$ cat src/pps_defines.svh
`ifndef PPS_DEFINES_SVH
`define PPS_DEFINES_SVH

// ----------------------------------------
// Clock and timing
// ----------------------------------------
`define PPS_CLK_PERIOD_NS 25
`define PPS_DEAD_TIME_NS 100
`define PPS_DEAD_CYCLES ((`PPS_DEAD_TIME_NS + `PPS_CLK_PERIOD_NS - 1) / `PPS_CLK_PERIOD_NS)
// Reference oscillator at 250 kHz: 160 cycles per period, 80 per phase slot.
`define PPS_OSC_REF_KHZ 250
`define PPS_OSC_DIV (40000 / `PPS_OSC_REF_KHZ)
`define PPS_HALF_PERIOD (`PPS_OSC_DIV / 2)
`define PPS_ON_CYCLES (`PPS_HALF_PERIOD - `PPS_DEAD_CYCLES)
`define PPS_SHORT_DELAY_MS 100
`define PPS_SLEEP_MS 800
`define PPS_SHORT_TICKS (`PPS_SHORT_DELAY_MS * `PPS_OSC_REF_KHZ)
`define PPS_SLEEP_TICKS (`PPS_SLEEP_MS * `PPS_OSC_REF_KHZ)
`define PPS_CNT_W 20
`define PPS_DIV_W 8

`endif

$ cat src/pps_pkg.sv
package pps_pkg;

  // ----------------------------------------
  // Types
  // ----------------------------------------
  typedef enum logic [1:0] {
    PPS_SOFT_START,
    PPS_NORMAL,
    PPS_SHORT
  } pps_mode_t;

  typedef struct packed {
    logic phase_a_on;
    logic phase_b_on;
    logic current_limit;
  } pps_drive_t;

  typedef struct packed {
    pps_mode_t mode;
    logic [7:0] div;
    logic phase_b;
    logic [19:0] ov_time;
    logic [19:0] sleep_time;
    pps_drive_t drive;
  } pps_state_t;

endpackage : pps_pkg

$ cat src/pps_mode_sequencer.sv
`timescale 1ns/1ps
`include "pps_defines.svh"

// Behaviour
// - Exactly three modes: soft start, normal drive, short hiccup; moves follow drain checks, except the timed exit from short.
// - After reset the sequencer always starts in soft start.
// - Soft start selects current-limited drive of the switches.
// - Soft start moves to normal when drains are at or below threshold.
// - Soft start accumulates over-voltage time; past the short delay it enters short mode.
// - Normal mode drives fully, alternating equal on-times, checking drains each pass.
// - Over-voltage in normal returns to the soft-start time-counting loop.
// - Short mode stops driving, counts sleep time, then re-enters soft start.
// - Phases alternate with equal on-times and a dead time of about 100 ns.
module pps_mode_sequencer (
  input wire logic clk,
  input wire logic sys_rst,
  input wire logic drain_phase_a,
  input wire logic drain_phase_b,
  output pps_pkg::pps_drive_t drive,
  output pps_pkg::pps_mode_t mode
);

  localparam logic [7:0] DIV_LAST = 8'(`PPS_OSC_DIV - 1);
  localparam logic [7:0] ON_LAST = 8'(`PPS_ON_CYCLES);
  localparam logic [7:0] HALF = 8'(`PPS_HALF_PERIOD);
  localparam logic [19:0] SHORT_TICKS = 20'(`PPS_SHORT_TICKS);
  localparam logic [19:0] SLEEP_TICKS = 20'(`PPS_SLEEP_TICKS);

  pps_pkg::pps_state_t st;
  pps_pkg::pps_state_t next_st;
  logic slot_end;
  logic period_tick;
  logic over_v;
  logic [7:0] slot_pos;
  logic on_window;

  // ----------------------------------------
  // Oscillator and phase timing
  // ----------------------------------------
  // The drain level is only meaningful while a switch conducts, so it is judged
  // at the end of each phase slot, from the drain of the phase that was on.
  assign period_tick = (st.div == DIV_LAST);
  assign slot_end = (st.div == HALF - 8'h01) || period_tick;
  assign slot_pos = st.phase_b ? st.div - HALF : st.div;
  assign over_v = st.phase_b ? drain_phase_b : drain_phase_a;
  assign on_window = (st.mode != pps_pkg::PPS_SHORT) && (slot_pos < ON_LAST);

  always_comb begin
    next_st = st;
    next_st.div = period_tick ? 8'h00 : st.div + 8'h01;
    if (slot_end) begin
      next_st.phase_b = ~st.phase_b;
    end
    unique case (st.mode)
      pps_pkg::PPS_SOFT_START: begin
        if (slot_end) begin
          if (!over_v) begin
            next_st.mode = pps_pkg::PPS_NORMAL;
            next_st.ov_time = '0;
          end else if (period_tick) begin
            if (st.ov_time >= SHORT_TICKS) begin
              next_st.mode = pps_pkg::PPS_SHORT;
              next_st.sleep_time = '0;
            end else begin
              next_st.ov_time = st.ov_time + 20'h00001;
            end
          end
        end
      end
      pps_pkg::PPS_NORMAL: begin
        if (slot_end && over_v) begin
          next_st.mode = pps_pkg::PPS_SOFT_START;
          next_st.ov_time = '0;
        end
      end
      pps_pkg::PPS_SHORT: begin
        if (period_tick) begin
          if (st.sleep_time >= SLEEP_TICKS - 20'h00001) begin
            next_st.mode = pps_pkg::PPS_SOFT_START;
            next_st.ov_time = '0;
          end else begin
            next_st.sleep_time = st.sleep_time + 20'h00001;
          end
        end
      end
      default: begin
        next_st.mode = pps_pkg::PPS_SOFT_START;
      end
    endcase
    // Drive is registered for the coming cycle; the last slot cycles stay off.
    next_st.drive = '0;
    if (next_st.mode != pps_pkg::PPS_SHORT) begin
      if ((next_st.div < HALF ? next_st.div : next_st.div - HALF) < ON_LAST) begin
        next_st.drive.phase_a_on = ~next_st.phase_b;
        next_st.drive.phase_b_on = next_st.phase_b;
      end
      next_st.drive.current_limit = (next_st.mode == pps_pkg::PPS_SOFT_START);
    end
  end

  always_ff @(posedge clk or posedge sys_rst) begin
    if (sys_rst) begin
      st <= '{mode: pps_pkg::PPS_SOFT_START, default: '0};
    end else begin
      st <= next_st;
    end
  end

  assign drive = st.drive;
  assign mode = st.mode;
endmodule : pps_mode_sequencer

$ cat config.mk
export PLATFORM = sky130hd
export DESIGN_NAME = pps_mode_sequencer
export DESIGN_NICKNAME = d
export VERILOG_FILES = /design/src/pps_pkg.sv /design/src/pps_mode_sequencer.sv
export VERILOG_INCLUDE_DIRS = /design/src
export SDC_FILE = /design/constraint.sdc
export NUM_CORES = 1
export LEC_CHECK = 0
export BUFFER_PORTS_ARGS = -buffer_cell sky130_fd_sc_hd__buf_2
export CAP_MARGIN = 20
export CORE_UTILIZATION = 55
export DETAILED_ROUTE_END_ITERATION = 10
export MAX_ROUTING_LAYER = met4
export PLACE_DENSITY_LB_ADDON = 0.1
export SETUP_SLACK_MARGIN = 0.5
export SYNTH_ARGS = -nofsm -noshare
export SYNTH_HDL_FRONTEND = slang
export SYNTH_SLANG_ARGS = --single-unit
$ cat constraint.sdc
create_clock -name clk -period 2.16 [get_ports clk]
set_input_delay 0.216 -clock clk [delete_from_list [all_inputs] [get_ports clk]]
set_output_delay 0.216 -clock clk [all_outputs]
set_load 0.005 [all_outputs]
; ---- After elaboration in Yosys (flattened, before gate mapping)
; Cells that the tools add are included.
[word_totals]
register_bits = 54
inputBits = 4
out_inout_bits = 5
word_cells = 67
[classes]
addsub = 4
order_cmp = 4
eq_ne = 15
mux = 26
n_bitwise = 2
n_reduce_logical = 8
[ops]
columns = cell, count
row1 = $mux W20, 7
row2 = $mux W40, 3
row3 = $pmux W20 S3, 1
row4 = $add A20 B1 Y20 const B, 2
row5 = $pmux W20 S2, 1
row6 = $ge A20 B15 Y1 const B, 1
row7 = $ge A20 B18 Y1 const B, 1
row8 = $ne A2 B2 Y1 const B, 9
row9 = $lt A8 B7 Y1 const B, 2
row10 = $mux W2, 8
row11 = $mux W8, 2
row12 = $reduce_and A7 Y1, 2
row13 = $add A8 B1 Y8 const B, 1
row14 = $eq A8 B7 Y1 const B, 1
row15 = $eq A8 B8 Y1 const B, 1
row16 = $sub A8 B7 Y8 const B, 1
row17 = $ne A3 B3 Y1 const B, 2
row18 = $pmux W2 S3, 1
row19 = $logic_not A2 Y1, 2
row20 = $mux W3, 1
row21 = $reduce_bool A3 Y1, 1
row22 = $eq A2 B1 Y1 const B, 1
row23 = $eq A2 B2 Y1 const B, 1
row24 = $mux W1, 2
row25 = 4 further kinds, 5

; ---- Depth between registers and ports, before layout
[depth]
ltp_word = 8
mapped_depth = 10

; ---- Worst setup path before layout
; No wires, ideal clock.
[synth_timing]
path_type = register -> register
start = reg st[44] in the netlist's numbering
end = reg st[37] in the netlist's numbering
setup_time_ns = 0.069
arrival_ns = 2.278
t_required_ns = 2.091
path_slack_ns = -0.187
stages_incl_launch_ff = 9
n_path_buf = 1
period_less_slack_ns = 2.347
path_cell_list = dfrtp_1 > ha_1 > nand3_2 > or3_1 > clkbuf_1 > a31oi_2 > nand3_4 > or4_1 > nand3_1
[synth_via]
elab_chain_cells = 5
[synth_lines]
columns = item, line_no
row1 = from (decl), pps_mode_sequencer.sv:29  ; pps_pkg::pps_state_t st;
row2 = from (signal assigned), pps_mode_sequencer.sv:105  ; st <= next_st;
row3 = $eq A8 B7 Y1 or $eq A8 B8 Y1 (tied branches), "pps_mode_sequencer.sv:43, pps_mode_sequencer.sv:42"
row4 = $logic_or A1 B1 Y1, pps_mode_sequencer.sv:43  ; assign slot_end = (st.div == HALF - 8'h01) || period_tick;
row5 = $logic_and A1 B1 Y1, pps_mode_sequencer.sv:71  ; if (slot_end && over_v) begin
row6 = $ne A2 B2 Y1 (no line), --
row7 = $reduce_and A7 Y1 (no line) *, --
; Mark *: on every way between the ends. The rest lies on a longest branch, timed or not.
; A chain may end at the register's enable or synchronous reset.

; ---- Worst setup path after layout
[layout_timing]
start = reg st[51] in the netlist's numbering
end = reg st[27] in the netlist's numbering
; Same word-level chain as after synthesis.

==> qor.csv <==
stage;metric;value;unit
run_status;status;finished, final reports clean;
cts;numCtsBuffers;5;
cts;clk_latency;0.30;ns
timing;slew_headroom;63.6;%
layout;final_cell_mix;54 x dfrtp_1, 54 x buf_4, 41 x nor2_1, 24 x nand2_1, 18 x inv_1;
flow_run;max_cap_violations;0;
layout;syn_to_final_growth;33.7;%
timing;fin_ws;0.0210;ns
cts;cts_tree;done;
grt;antenna_found_initial;0;
cts;cts.sinks;54;
timing;rsz0062_at_grt;true;
logic_synthesis;synth_seq_cells;54;
place;place_ws;-0.00910;ns
cts;cts.htree.levels;2;
detailed_routing;via_per_inst;5.66;
power;seqPwrFrac;60.6;%
worst_hold_path;hold_class;input pin to asynchronous set/reset pin;
logic_synthesis;synthArstFlopShare;100;%
floorplanning;fp.dieArea;5960;um2
detailed_routing;drt_iter0_drc;128;
timing;setup_violations;0;
floorplanning;ios;9;
detailed_routing;wl_met3;230;um
power;p_leak;1.83;nW
cts;cts-root-buf;clkbuf_8;
grt;grt_pass1_wl;12000;um
timing;tightest_slew;0.545;ns
timing;period_needed;2.14;ns
layout;nets;427;
setup_path;start_kind;register;
place;placed_area;3570;um2
power;p_int;1.29;mW
detailed_routing;ant_nets;0;
detailed_routing;met2WireLength;3360;um
logic_synthesis;syn-num-nets;362;
logic_synthesis;synth.avg_cell_area;8.91;um2
detailed_routing;firstDrtPassIters;4;
setup_path;cp_data_arrival_time;2.39;ns
detailed_routing;totalWireLength;7180;um
detailed_routing;wire_per_inst;14.7;um
timing;fmax;468;MHz
timing;finalCritPeriodShare;99.0;%
cts;cts_buffer_depth;2;
power;switchingPower;0.376;mW
setup_path;end_kind;register;
power;p_clk_share;36.1;%
setup_path;setup.worst_path.class;register to register;
timing;slew_violations;0;
logic_synthesis;synth_edf_count;0;
place;port_buffers;8;
detailed_routing;wl_met1;3550;um
setup_path;crit_required;2.41;ns
place;dp_hpwl;4650;um
place;gp_congestion;0.822;
grt;grt_max_degree;26;
timing;tns;0;ns
cts;clk_pin_slew;0.10;ns
logic_synthesis;dominantRegCellSynth;dfrtp_1;
detailed_routing;vias;2757;
layout;final_area;4160;um2
layout;diodes;0;
detailed_routing;top_layer;met4;
power;p_per_area;400;nW/um2
logic_synthesis;yosys_warnings;0;
floorplanning;die_h;77.2;um
setup_path;rr_worst_depth;7;
floorplanning;die_w;77.2;um
grt;grt_pass1_vias;2543;
setup_path;critPathMaxFanout;6;
logic_synthesis;synthesis.instances;349;
layout;fill_cells;365;
power;peakVddDrop;0.000284;V
power;comb_power_share;3.2;%
logic_synthesis;yosysSeqAreaShare;43.4;%
timing;hold_viol_final;0;
floorplanning;num_rows;27;
detailed_routing;drc;0;
layout;drive_gt1_share;35.4;%
floorplanning;initial_utilization;56.8;%
timing;clock_skew;0.00503;ns
logic_synthesis;synth_cell_types;49;
power;switching_share;22.6;%
floorplanning;core-area;5470;um2
timing;hold_ws;0.497;ns
grt;gr-total-overflow;0;
grt;grt.total_usage;25.8;%
logic_synthesis;netlist_area;3110;um2
synth_stat cells, drive strengths merged (7+ instances only):
cell / n / area share, %
a21oi: 7 / 1.1
a31oi: 11 / 2.4
buf: 10 / 2.2
clkbuf: 8 / 0.97
dfrtp: 54 / 43
ha: 9 / 3.6
inv: 19 / 2.3
nand2: 31 / 3.7
nand3: 25 / 4.6
nand4: 11 / 2.4
nor2: 42 / 5.1
nor3: 7 / 1.3
o21ai: 28 / 4.5
o31ai: 9 / 2.2
xor2: 16 / 4.5
logic make-up (layout without fill, tap and decap cells):
| group | Yosys count | after routing | share of synthesized area [%] |
|---|---|---|---|
| xor+xnor | 21 | 21 | 5.91 |
| buf+inv | 37 | 103 | 5.47 |
| flops | 54 | 54 | 43.4 |
| mux | 4 | 4 | 1.33 |
| simple gates | 150 | 150 | 24.7 |
| fa+ha+maj | 9 | 9 | 3.62 |
| compound gates | 74 | 74 | 15.5 |
flip-flops by register name, indices dropped and copies added (netlist names):
register	count
drive	3
st	49
mode	2
critical path: stages, from the launching register on:
cell and delay (ns):
dfrtp_1 0.40, or3b_4 0.40, a211o_1 0.28, o21ai_1 0.14
and3_4 0.24, nand4_4 0.15, or3b_1 0.39, nand2_1 0.08
path summary, 6_finish.rpt:
| kind | from | end | slack [ns] |
|---|---|---|---|
| hold / removal | sys_rst | st[23] | 0.50 |
| setup reg to reg | st[51] | st[27] | 0.02 |
| setup / recovery | st[51] | st[27] | 0.02 |
| hold reg to reg | st[21] | st[21] | 0.51 |
| min in group clk | st[21] | st[21] | 0.51 |
| max in group asynchronous | sys_rst | drive[2] | 1.03 |
per-stage QoR:
stage / std cells / power (mW) / util (%)
floorplan: 349 / 1.06 / -
CTS: 481 / 1.68 / 71.9
detailed placement: 457 / 1.08 / 65.3
global route: 487 / 1.73 / 76.0
global placement: 457 / 1.08 / 65.3
finish: 487 / 1.67 / 76.0
layout make-up:
type / count / area (um2) / share of cell area [%]
clock buffer: 6 / 82.6 / 1.99
multi-input combinational: 258 / 1920 / 46.1
timing repair buffer: 76 / 628 / 15.1
tap: 72 / 90.1 / 2.17
clock inverter: 2 / 16.3 / 0.391
sequential: 54 / 1350 / 32.5
inverter: 19 / 71.3 / 1.71
power by group through the flow:
stage	registers, mW	clock network [mW]	logic, mW
final	1.01	0.602	0.0540
after detailed placement	1.03	0	0.0508
after floorplan	1.03	0	0.0325
after CTS	1.01	0.617	0.0529
after global placement	1.03	0	0.0504
after global routing	1.01	0.657	0.0614
repair_timing:
action,CTS,global route
hold endpoints to repair,23,0
gates resized for setup,40,40
buffers inserted,13,5
endpoints found under the setup margin,45,45
pin swaps,18,8
hold buffers,1,0
gates cloned,2,1
layer usage:
metal / up-vias / GRT usage (%)
met3: 6 / 2.62
li1: 1369 / -
met2: 54 / 39.6
met1: 1328 / 36.8
met5: - / -
met4: 0 / 6.42
Note: power is estimated with default switching activity, not from simulation.
